$ cat config.mk
export PLATFORM = sky130hd
export DESIGN_NAME = actc_top
export DESIGN_NICKNAME = d
export VERILOG_FILES = /design/src/inc/actc_pkg.sv /design/src/inc/actc_res_if.sv /design/src/verilog/actc_top.sv /design/src/verilog/actc_result.sv
export SDC_FILE = /design/constraint.sdc
export NUM_CORES = 1
export LEC_CHECK = 0
export ABC_AREA = 0
export ABC_CLOCK_PERIOD_IN_PS = 2750
export BUFFER_PORTS_ARGS = -buffer_cell sky130_fd_sc_hd__buf_4
export CAP_MARGIN = 15
export CORE_AREA = 2 2 89 125
export CTS_BUF_LIST = sky130_fd_sc_hd__clkbuf_4
export DETAILED_ROUTE_END_ITERATION = 8
export DIE_AREA = 0 0 91 127
export GPL_ROUTABILITY_DRIVEN = 0
export PLACE_DENSITY = 0.73
export SKIP_CTS_REPAIR_TIMING = 1
export SLEW_MARGIN = 20
export SYNTH_ARGS = -nofsm -noshare
export SYNTH_HDL_FRONTEND = slang
export SYNTH_SLANG_ARGS = --single-unit
$ cat constraint.sdc
create_clock -name clk -period 2.75 [get_ports clk]
set_input_delay 0.1375 -clock clk [delete_from_list [all_inputs] [get_ports clk]]
set_output_delay 0.1375 -clock clk [all_outputs]
set_load 0.05 [all_outputs]
$ cat src/inc/actc_pkg.sv
// package of register map, fields and timing for the converter control block
package actc_pkg;
    // register byte offsets (word aligned on apb)
    localparam logic [7:0] ADDR_SC1     = 8'h00;
    localparam logic [7:0] ADDR_SC2     = 8'h04;
    localparam logic [7:0] ADDR_RES_HI  = 8'h08;
    localparam logic [7:0] ADDR_RES_LO  = 8'h0C;
    localparam logic [7:0] ADDR_CV_HI   = 8'h10;
    localparam logic [7:0] ADDR_CV_LO   = 8'h14;
    localparam logic [7:0] ADDR_CFG     = 8'h18;
    // status_control_one fields
    localparam int SC1_CONVERSION_COMPLETE_FLAG_BIT  = 7;
    localparam int SC1_COMPLETE_IRQ_ENABLE_BIT  = 6;
    localparam int SC1_CONT_BIT  = 5;
    // status_control_two fields
    localparam int SC2_ACT_BIT   = 7;
    localparam int SC2_TRG_BIT   = 6;
    localparam int SC2_CFE_BIT   = 5;
    localparam int SC2_CFGT_BIT  = 4;
    // configuration fields
    localparam int CFG_MODE_LSB  = 2;
    localparam int CFG_ACK_BIT   = 0;
    // conversion mode encodings
    localparam logic [1:0] MODE_8BIT  = 2'h0;
    localparam logic [1:0] MODE_12BIT = 2'h1;
    localparam logic [1:0] MODE_10BIT = 2'h2;
    // reset values
    localparam logic [7:0] SC1_RESET  = 8'h1F;
    localparam logic [7:0] SC2_RESET  = 8'h00;
    localparam logic [7:0] CFG_RESET  = 8'h00;
    // conversion time
    localparam int CLK_MHZ       = 100;
    localparam int CONV_TIME_NS  = 230;
    localparam int CONV_CYCLES   = (CONV_TIME_NS * CLK_MHZ + 999) / 1000;
endpackage

$ cat src/inc/actc_res_if.sv
// interface carrying conversion results between the sequencer and result stage
`timescale 1ns/100ps
interface actc_res_if;
    logic        done;     // conversion completed, one cycle
    logic [11:0] raw;      // raw sampled value
    logic        hi_read;  // result high read strobe
    logic        lo_read;  // result low read strobe
    logic [11:0] result;   // held result
    modport seq (output done, output raw, output hi_read, output lo_read, input result);
    modport res (input done, input raw, input hi_read, input lo_read, output result);
endinterface

$ cat src/verilog/actc_top.sv
// converter control: triggers, active flag, low power handling, apb registers
//
// Contract
// - active flag set at start, cleared at end
// - software trigger starts on control one write
// - hardware trigger starts on input assertion
// - bit five enables automatic compare
// - direction bit selects below or at-or-above
// - result high holds upper four or two
// - unused upper result bits forced to zero while compare is off
// - result updates unless compare not met
// - compare result stores sum with complement
// - high read blocks transfer until low read
// - newer result discarded while blocked
// - eight bit mode has no interlock
// - completion sets flag, enabled irq wakes
// - stop3 without async clock aborts conversion
// - stop3 keeps results, needs new trigger
// - async clock keeps converting in stop3
// - stop3 starts by hardware or continuous
// - stop3 completion sets flag and wakes
// - stop2 disables, registers reset after exit
//
// The register addresses and the APB register port were decided locally.
`timescale 1ns/100ps
module actc_top
    import actc_pkg::*;
#(
    parameter int CONV_CNT = CONV_CYCLES  // cycles per conversion
)(
    input  wire logic        clk,        // 100 mhz clock
    input  wire logic        rst,        // async reset, high
    input  wire logic        psel,       // apb select
    input  wire logic        penable,    // apb enable
    input  wire logic        pwrite,     // apb direction
    input  wire logic [7:0]  paddr,      // apb byte address
    input  wire logic [31:0] pwdata,     // apb write data
    output logic [31:0]      prdata,     // apb read data
    output logic             pready,     // apb ready
    output logic             pslverr,    // apb error
    input  wire logic        hw_trigger_input, // hardware trigger pin
    input  wire logic [11:0] sample_in,  // analog core sample value
    input  wire logic        stop3,      // stop3 mode level
    input  wire logic        stop2,      // stop2 mode level
    output logic             irq         // conversion complete interrupt
);
    // the timer is 16 bits wide and a zero count would never complete
    if (CONV_CNT < 1 || CONV_CNT > 65535) begin : g_bad_cnt
        $error("actc_top: CONV_CNT out of range");
    end

    typedef enum logic [0:0] {ACTC_IDLE, ACTC_CONV} actc_state_e;

    actc_res_if rif ();

    actc_state_e state_reg;
    actc_state_e state_next;
    logic [15:0] cnt_reg;
    logic [7:0]  sc1_reg;
    logic [7:0]  sc2_reg;
    logic [7:0]  cfg_reg;
    logic [11:0] cv_reg;
    logic [31:0] prdata_reg;
    logic [1:0]  trg_sync_reg;
    logic        trg_prev_reg;
    logic [1:0]  s3_sync_reg;
    logic [1:0]  s2_sync_reg;
    logic        s2_prev_reg;
    logic        clr_pending_reg;

    ////////////////////////////////////////////////////////////////////
    // pin synchronisers, first stage read only by second
    always_ff @(posedge clk or posedge rst) begin
        if (rst) begin
            trg_sync_reg <= 2'b00;
            s3_sync_reg  <= 2'b00;
            s2_sync_reg  <= 2'b00;
        end else begin
            trg_sync_reg <= {trg_sync_reg[0], hw_trigger_input};
            s3_sync_reg  <= {s3_sync_reg[0], stop3};
            s2_sync_reg  <= {s2_sync_reg[0], stop2};
        end
    end

    always_ff @(posedge clk or posedge rst) begin
        if (rst) begin
            trg_prev_reg <= 1'b0;
            s2_prev_reg  <= 1'b0;
        end else begin
            trg_prev_reg <= trg_sync_reg[1];
            s2_prev_reg  <= s2_sync_reg[1];
        end
    end

    ////////////////////////////////////////////////////////////////////
    // decode
    wire        in_stop3  = s3_sync_reg[1];
    wire        in_stop2  = s2_sync_reg[1];
    // stop2 exit leaves every mapped register at reset value; the timer and read data flops keep theirs
    wire        s2_exit   = s2_prev_reg && !in_stop2;
    wire        async_clk = cfg_reg[CFG_ACK_BIT];
    wire [1:0]  mode      = cfg_reg[CFG_MODE_LSB +: 2];
    wire        cont_en   = sc1_reg[SC1_CONT_BIT];
    wire        hw_sel    = sc2_reg[SC2_TRG_BIT];
    wire        wr_en     = psel && penable && pwrite;
    wire        rd_en     = psel && penable && !pwrite;
    wire        wr_sc1    = wr_en && (paddr == ADDR_SC1);
    wire        wr_sc2    = wr_en && (paddr == ADDR_SC2);
    wire        wr_cvh    = wr_en && (paddr == ADDR_CV_HI);
    wire        wr_cvl    = wr_en && (paddr == ADDR_CV_LO);
    wire        wr_cfg    = wr_en && (paddr == ADDR_CFG);
    wire        rd_sc1    = rd_en && (paddr == ADDR_SC1);
    wire        mapped    = (paddr == ADDR_SC1) || (paddr == ADDR_SC2) || (paddr == ADDR_RES_HI)
                            || (paddr == ADDR_RES_LO) || (paddr == ADDR_CV_HI)
                            || (paddr == ADDR_CV_LO) || (paddr == ADDR_CFG);
    wire        hw_edge   = trg_sync_reg[1] && !trg_prev_reg;
    // clocked stop3 freezes the core, only the async clock keeps it alive
    wire        halted    = (in_stop3 && !async_clk) || in_stop2;
    wire        sw_start  = wr_sc1 && !hw_sel && !in_stop3;
    wire        hw_start  = hw_sel && hw_edge;
    wire        done      = (state_reg == ACTC_CONV) && (cnt_reg == 16'h0001) && !halted;
    wire        cont_go   = cont_en && done;
    wire        start     = (sw_start || hw_start || cont_go) && !halted;
    wire        clr       = s2_exit;

    assign rif.done    = done;
    assign rif.raw     = sample_in;
    // high read locks at its setup edge, where its data is captured
    assign rif.hi_read = psel && !penable && !pwrite && (paddr == ADDR_RES_HI);
    assign rif.lo_read = rd_en && (paddr == ADDR_RES_LO);

    ////////////////////////////////////////////////////////////////////
    // result stage
    actc_result u_result (
        .clk     (clk),
        .rst     (rst),
        .clr     (clr),
        .mode    (mode),
        .cmp_en  (sc2_reg[SC2_CFE_BIT]),
        .cmp_gt  (sc2_reg[SC2_CFGT_BIT]),
        .cmp_val (cv_reg),
        .rif     (rif),
        .stored  ()
    );

    ////////////////////////////////////////////////////////////////////
    // sequencer next state
    always_comb begin
        state_next = state_reg;
        case (state_reg)
            ACTC_IDLE: begin
                if (start) state_next = ACTC_CONV;
            end
            ACTC_CONV: begin
                if (halted) state_next = ACTC_IDLE;
                else if (done) state_next = cont_go ? ACTC_CONV : ACTC_IDLE;
            end
            default: state_next = ACTC_IDLE;
        endcase
    end

    always_ff @(posedge clk or posedge rst) begin
        if (rst) begin
            state_reg <= ACTC_IDLE;
        end else if (clr) begin
            state_reg <= ACTC_IDLE;
        end else begin
            state_reg <= state_next;
        end
    end

    // conversion timer reloads at every start
    always_ff @(posedge clk or posedge rst) begin
        if (rst) begin
            cnt_reg <= 16'h0000;
        end else if (start) begin
            cnt_reg <= 16'(CONV_CNT);
        end else if (state_reg == ACTC_CONV && cnt_reg != 16'h0000) begin
            cnt_reg <= cnt_reg - 16'h0001;
        end
    end

    ////////////////////////////////////////////////////////////////////
    // status control one: complete flag set beats clear by read or write
    always_ff @(posedge clk or posedge rst) begin
        if (rst) begin
            sc1_reg <= SC1_RESET;
        end else if (clr) begin
            sc1_reg <= SC1_RESET;
        end else begin
            if (wr_sc1) sc1_reg[6:0] <= pwdata[6:0];
            if (done) sc1_reg[SC1_CONVERSION_COMPLETE_FLAG_BIT] <= 1'b1;
            else if (wr_sc1 || clr_pending_reg) sc1_reg[SC1_CONVERSION_COMPLETE_FLAG_BIT] <= 1'b0;
        end
    end

    // a read clears the complete flag only if the captured read data showed it set
    always_ff @(posedge clk or posedge rst) begin
        if (rst) begin
            clr_pending_reg <= 1'b0;
        end else begin
            clr_pending_reg <= rd_sc1 && prdata_reg[SC1_CONVERSION_COMPLETE_FLAG_BIT];
        end
    end

    // status control two: active bit follows the sequencer, writes ignored there
    always_ff @(posedge clk or posedge rst) begin
        if (rst) begin
            sc2_reg <= SC2_RESET;
        end else if (clr) begin
            sc2_reg <= SC2_RESET;
        end else begin
            if (wr_sc2) sc2_reg[6:0] <= pwdata[6:0];
            sc2_reg[SC2_ACT_BIT] <= (state_next == ACTC_CONV);
        end
    end

    // compare value and configuration
    always_ff @(posedge clk or posedge rst) begin
        if (rst) begin
            cv_reg  <= 12'h000;
            cfg_reg <= CFG_RESET;
        end else if (clr) begin
            cv_reg  <= 12'h000;
            cfg_reg <= CFG_RESET;
        end else begin
            if (wr_cvh) cv_reg[11:8] <= pwdata[3:0];
            if (wr_cvl) cv_reg[7:0]  <= pwdata[7:0];
            if (wr_cfg) cfg_reg      <= pwdata[7:0];
        end
    end

    ////////////////////////////////////////////////////////////////////
    // read mux, registered so data comes from flops
    wire [7:0] rd_byte =
        (paddr == ADDR_SC1)    ? sc1_reg :
        (paddr == ADDR_SC2)    ? sc2_reg :
        (paddr == ADDR_RES_HI) ? {4'h0, rif.result[11:8]} :
        (paddr == ADDR_RES_LO) ? rif.result[7:0] :
        (paddr == ADDR_CV_HI)  ? {4'h0, cv_reg[11:8]} :
        (paddr == ADDR_CV_LO)  ? cv_reg[7:0] :
        (paddr == ADDR_CFG)    ? cfg_reg : 8'h00;

    always_ff @(posedge clk or posedge rst) begin
        if (rst) begin
            prdata_reg <= 32'h0000_0000;
        end else if (psel && !penable && !pwrite) begin
            prdata_reg <= {24'h00_0000, rd_byte};
        end
    end

    // zero wait state slave; unmapped addresses answer with error
    assign pready  = 1'b1;
    assign pslverr = psel && penable && !mapped;
    assign prdata  = prdata_reg;
    // interrupt wakes from wait or stop3 while enabled
    assign irq     = sc1_reg[SC1_CONVERSION_COMPLETE_FLAG_BIT] && sc1_reg[SC1_COMPLETE_IRQ_ENABLE_BIT];
endmodule // actc_top

$ cat src/verilog/actc_result.sv
// result stage: formatting, compare and read interlock
`timescale 1ns/100ps
module actc_result
    import actc_pkg::*;
(
    input  wire logic        clk,      // system clock
    input  wire logic        rst,      // async reset, high
    input  wire logic        clr,      // synchronous reset of the stage
    input  wire logic [1:0]  mode,     // resolution mode
    input  wire logic        cmp_en,   // compare enable
    input  wire logic        cmp_gt,   // compare direction
    input  wire logic [11:0] cmp_val,  // compare value
    actc_res_if.res          rif,      // result channel
    output logic             stored    // pulse: result stored
);
    logic [11:0] res_reg;
    logic        lock_reg;
    logic [11:0] fmt;
    logic        cmp_hit;
    logic        interlock;
    logic        accept;

    ////////////////////////////////////////////////////////////////////
    // formatting masks the unused upper bits
    assign fmt = (mode == MODE_8BIT)  ? {4'h0, rif.raw[7:0]} :
                 (mode == MODE_10BIT) ? {2'h0, rif.raw[9:0]} : rif.raw;
    assign cmp_hit   = cmp_gt ? (fmt >= cmp_val) : (fmt < cmp_val);
    assign interlock = (mode != MODE_8BIT);
    // a held lock drops the newer result rather than corrupting a split read
    // a completion at the high read's capture edge is dropped as well
    assign accept    = rif.done && !(interlock && (lock_reg || rif.hi_read))
                       && (!cmp_en || cmp_hit);
    assign stored    = accept;
    assign rif.result = res_reg;

    ////////////////////////////////////////////////////////////////////
    // result register, sum with two's complement on compare
    always_ff @(posedge clk or posedge rst) begin
        if (rst) begin
            res_reg <= 12'h000;
        end else if (clr) begin
            res_reg <= 12'h000;
        end else if (accept) begin
            res_reg <= cmp_en ? 12'(fmt + (~cmp_val) + 12'h001) : fmt;
        end
    end

    // high read locks, low read releases
    always_ff @(posedge clk or posedge rst) begin
        if (rst) begin
            lock_reg <= 1'b0;
        end else if (clr || rif.lo_read || !interlock) begin
            lock_reg <= 1'b0;
        end else if (rif.hi_read) begin
            lock_reg <= 1'b1;
        end
    end
endmodule // actc_result

==> flow_summary.toml <==
[power]
power.static_leakage_nw = 2.75
irDropWorstVdd_uv = 354
powerDensity_mw_per_mm2 = 394

[synth]
yosysTopAreaCellShare_pct = 38.5
synth.top_cells.by_area = "dfrtp_1, mux2i_1, nor2_1, a21oi_1, buf_4"
synth_commonest_cells = "dfrtp_1, nor2_1, a21oi_1, mux2i_1, buf_4"
netlist_area_mm2 = 0.00500
async_reset_ff_share_pct = 100
synth_warnings = 0
postSynthAreaPerCell_um2 = 9.24
synth_flop_cell = "dfrtp_1"
postSynthCellCount = 541
ys_seq_area_share_pct = 41.2
yosysMostFrequentCell = "dfrtp_1"
yosysTopAreaCell = "dfrtp_1"
ys_seq_elements = 82
synth-edff-count = 0
ys_types = 64

[clock_tree]
cts_tree = "done"
cts_max_level = 3
clock_path_buffers = 2
cts_sinks = 82
clk_latency_ps = 450
cts-root-buf = "clkbuf_4"
cts_buffers = 9
clk_pin_slew_ps = 140

[place]
portBuffers = 45
place_ws_ps = -146
dp.final_hpwl_um = 9770

[run_status]
status = "complete, no violations"

[floorplanning]
start_util_pct = 48.3
design.die.area_mm2 = 0.0116
io_pins = 95
fp.dieW_um = 91
fp.dieH_um = 127
num_rows = 44
core_mm2 = 0.0103

[drt]
drc = 0
wl_um = 12900
dr.pass1.iters = 4
via_per_inst = 5.60
wl_per_cell_um = 17.0
drt-initial-drc-count = 305
num_vias = 4244
ant_nets = 0

[finish]
n_antenna_cell = 0
syn_to_final_growth_pct = 18.3
drive_above_1_share_pct = 19.4
num-fill-cells = 921
largest_register_ffs = 16
finalNetCount = 691

[global_route]
grt_usage_pct = 23.0
antenna_found_initial = 0
grt-ovfl-total = 0
grt_max_degree = 46
grt_pass1_vias = 4161
grt_pass1_wl_um = 21100

[timing]
tightestPinTransition_ps = 776
setup_tns_ps = 0
finalSetupViolCount = 0
slew_viol_final = 0
fin_ws_ps = 88.9
max_freq_mhz = 376
timing.final.crit_share_pct = 96.8
finClkSkew_ps = 24.6
slew_headroom_pct = 48.2
period_minus_slack_ps = 2660
final_hold_viol_count = 0

[critical_path]
worstReg2RegStart = "cv_reg[0]$_DFFE_PP0P_"
cp-endpoint = "u_result.rif.result[10]$_DFFE_PP0P_"
r2r-end = "u_result.rif.result[10]$_DFFE_PP0P_"
crit_path_start_kind = "register"
r2r_cells = 9
crit_cells = 9
worstPathCellList = "ha_1 > fa_1 > nor2b_1 > o21bai_1 > buf_4 > a31oi_1 > mux2_2 > nor4_4 > nor3_1"
crit_path_end_kind = "register"
crit_arrival_ps = 3000
slowest_delay_ps = 440
rrSetupSlack_ps = 90
startpoint = "cv_reg[0]$_DFFE_PP0P_"
crit_type = "register to register"
crit_path_max_fanout = 3
critical_path.slowest_cell = "dfrtp_1"
path_delay_family = "adder cells"
cp.required_ps = 3090
crit_buf_inv = 1

[run]
cap_violations = 0

[hold_path]
holdCritPathClass = "input pin to register"
hp-start = "sample_in[0]"
==> layout make-up <==
type | count | area, um2 | area share, %
multi-input cells | 410 | 2740 | 46.3
flip-flops and latches | 82 | 2060 | 34.8
repair buffers | 87 | 699 | 11.8
well taps | 138 | 173 | 2.92
inverters | 25 | 95.1 | 1.61
clock inverters | 7 | 83.8 | 1.42
clock buffers | 9 | 67.6 | 1.14
==> through the flow <==
stage | util (%) | total power, mW | hold slack [ps] | cell area, um2 | std cells
2_1_floorplan | - | 1.48 | 169 | 5090 | 564
5_1_grt | 57.1 | 2.42 | 56.2 | 5910 | 758
3_3_place_gp | 53.4 | 1.56 | 247 | 5530 | 726
4_1_cts | 54.9 | 2.32 | -212 | 5680 | 742
6_report | 57.1 | 2.33 | 44.1 | 5910 | 758
3_5_place_dp | 53.4 | 1.56 | 248 | 5530 | 726
==> worst min path at each step <==
stage / slack, ps / to / cells after the start
floorplan: 170 / s2_sync_reg[0]$_DFF_PP0_ / 0
finish: 40 / u_result.rif.result[0]$_DFFE_PP0P_ / 3
CTS: -210 / trg_sync_reg[0]$_DFF_PP0_ / 1
global route: 60 / u_result.rif.result[7]$_DFFE_PP0P_ / 4
global placement: 250 / trg_sync_reg[0]$_DFF_PP0_ / 1
detailed placement: 250 / s2_sync_reg[0]$_DFF_PP0_ / 1
==> layout by cell type (no fill, tap or decap), types with 6 or more instances in the layout <==
master and instances:
mux2i_1 38, o21a_1 6, clkbuf_4 9, o21ai_0 19
buf_4 73, o31ai_1 7, nor2_1 72, nand2_1 22
nand3_1 8, nor4_1 10, conb_1 25, inv_1 24
ha_1 13, a21oi_1 47, nor3_1 9, a221oi_1 7
a211oi_1 7, xnor2_1 12, nand2b_1 9, nor2b_1 10
dlygate4sd3_1 12, dfrtp_1 77
==> cell families after synthesis <==
kind of cell	Yosys count	share of synthesized area, %
AOI/OAI and AO/OA	133	17.6
xor gates and xnor gates	17	2.98
adders and majority gates	16	4.15
buffers and inverters	72	7.41
DFF	82	41.2
muxes	39	7.83
other	2	0.150
and+or+nand+nor	180	18.7
==> report_power, final <==
| part | total [mW] | switching [mW] | internal (mW) |
|---|---|---|---|
| Combinational | 0.334 | 0.227 | 0.108 |
| Sequential | 1.22 | 0.00588 | 1.22 |
| Clock | 0.774 | 0.414 | 0.360 |
==> worst min-delay path, delay by kind of cell <==
family                 cells  cell delay, ps
buffers and inverters      1              80
AO/OA/AOI/OAI              2             230
==> per-layer routing <==
layer / vias up / global-route usage [%] / routed length, um
met4: 0 / 9.63 / 629
li1: 2035 / - / -
met1: 2034 / 27.8 / 4990
met2: 131 / 39.7 / 6720
met5: - / 0 / 0
met3: 44 / 5.25 / 566
Note: power is estimated with default switching activity, not from simulation.
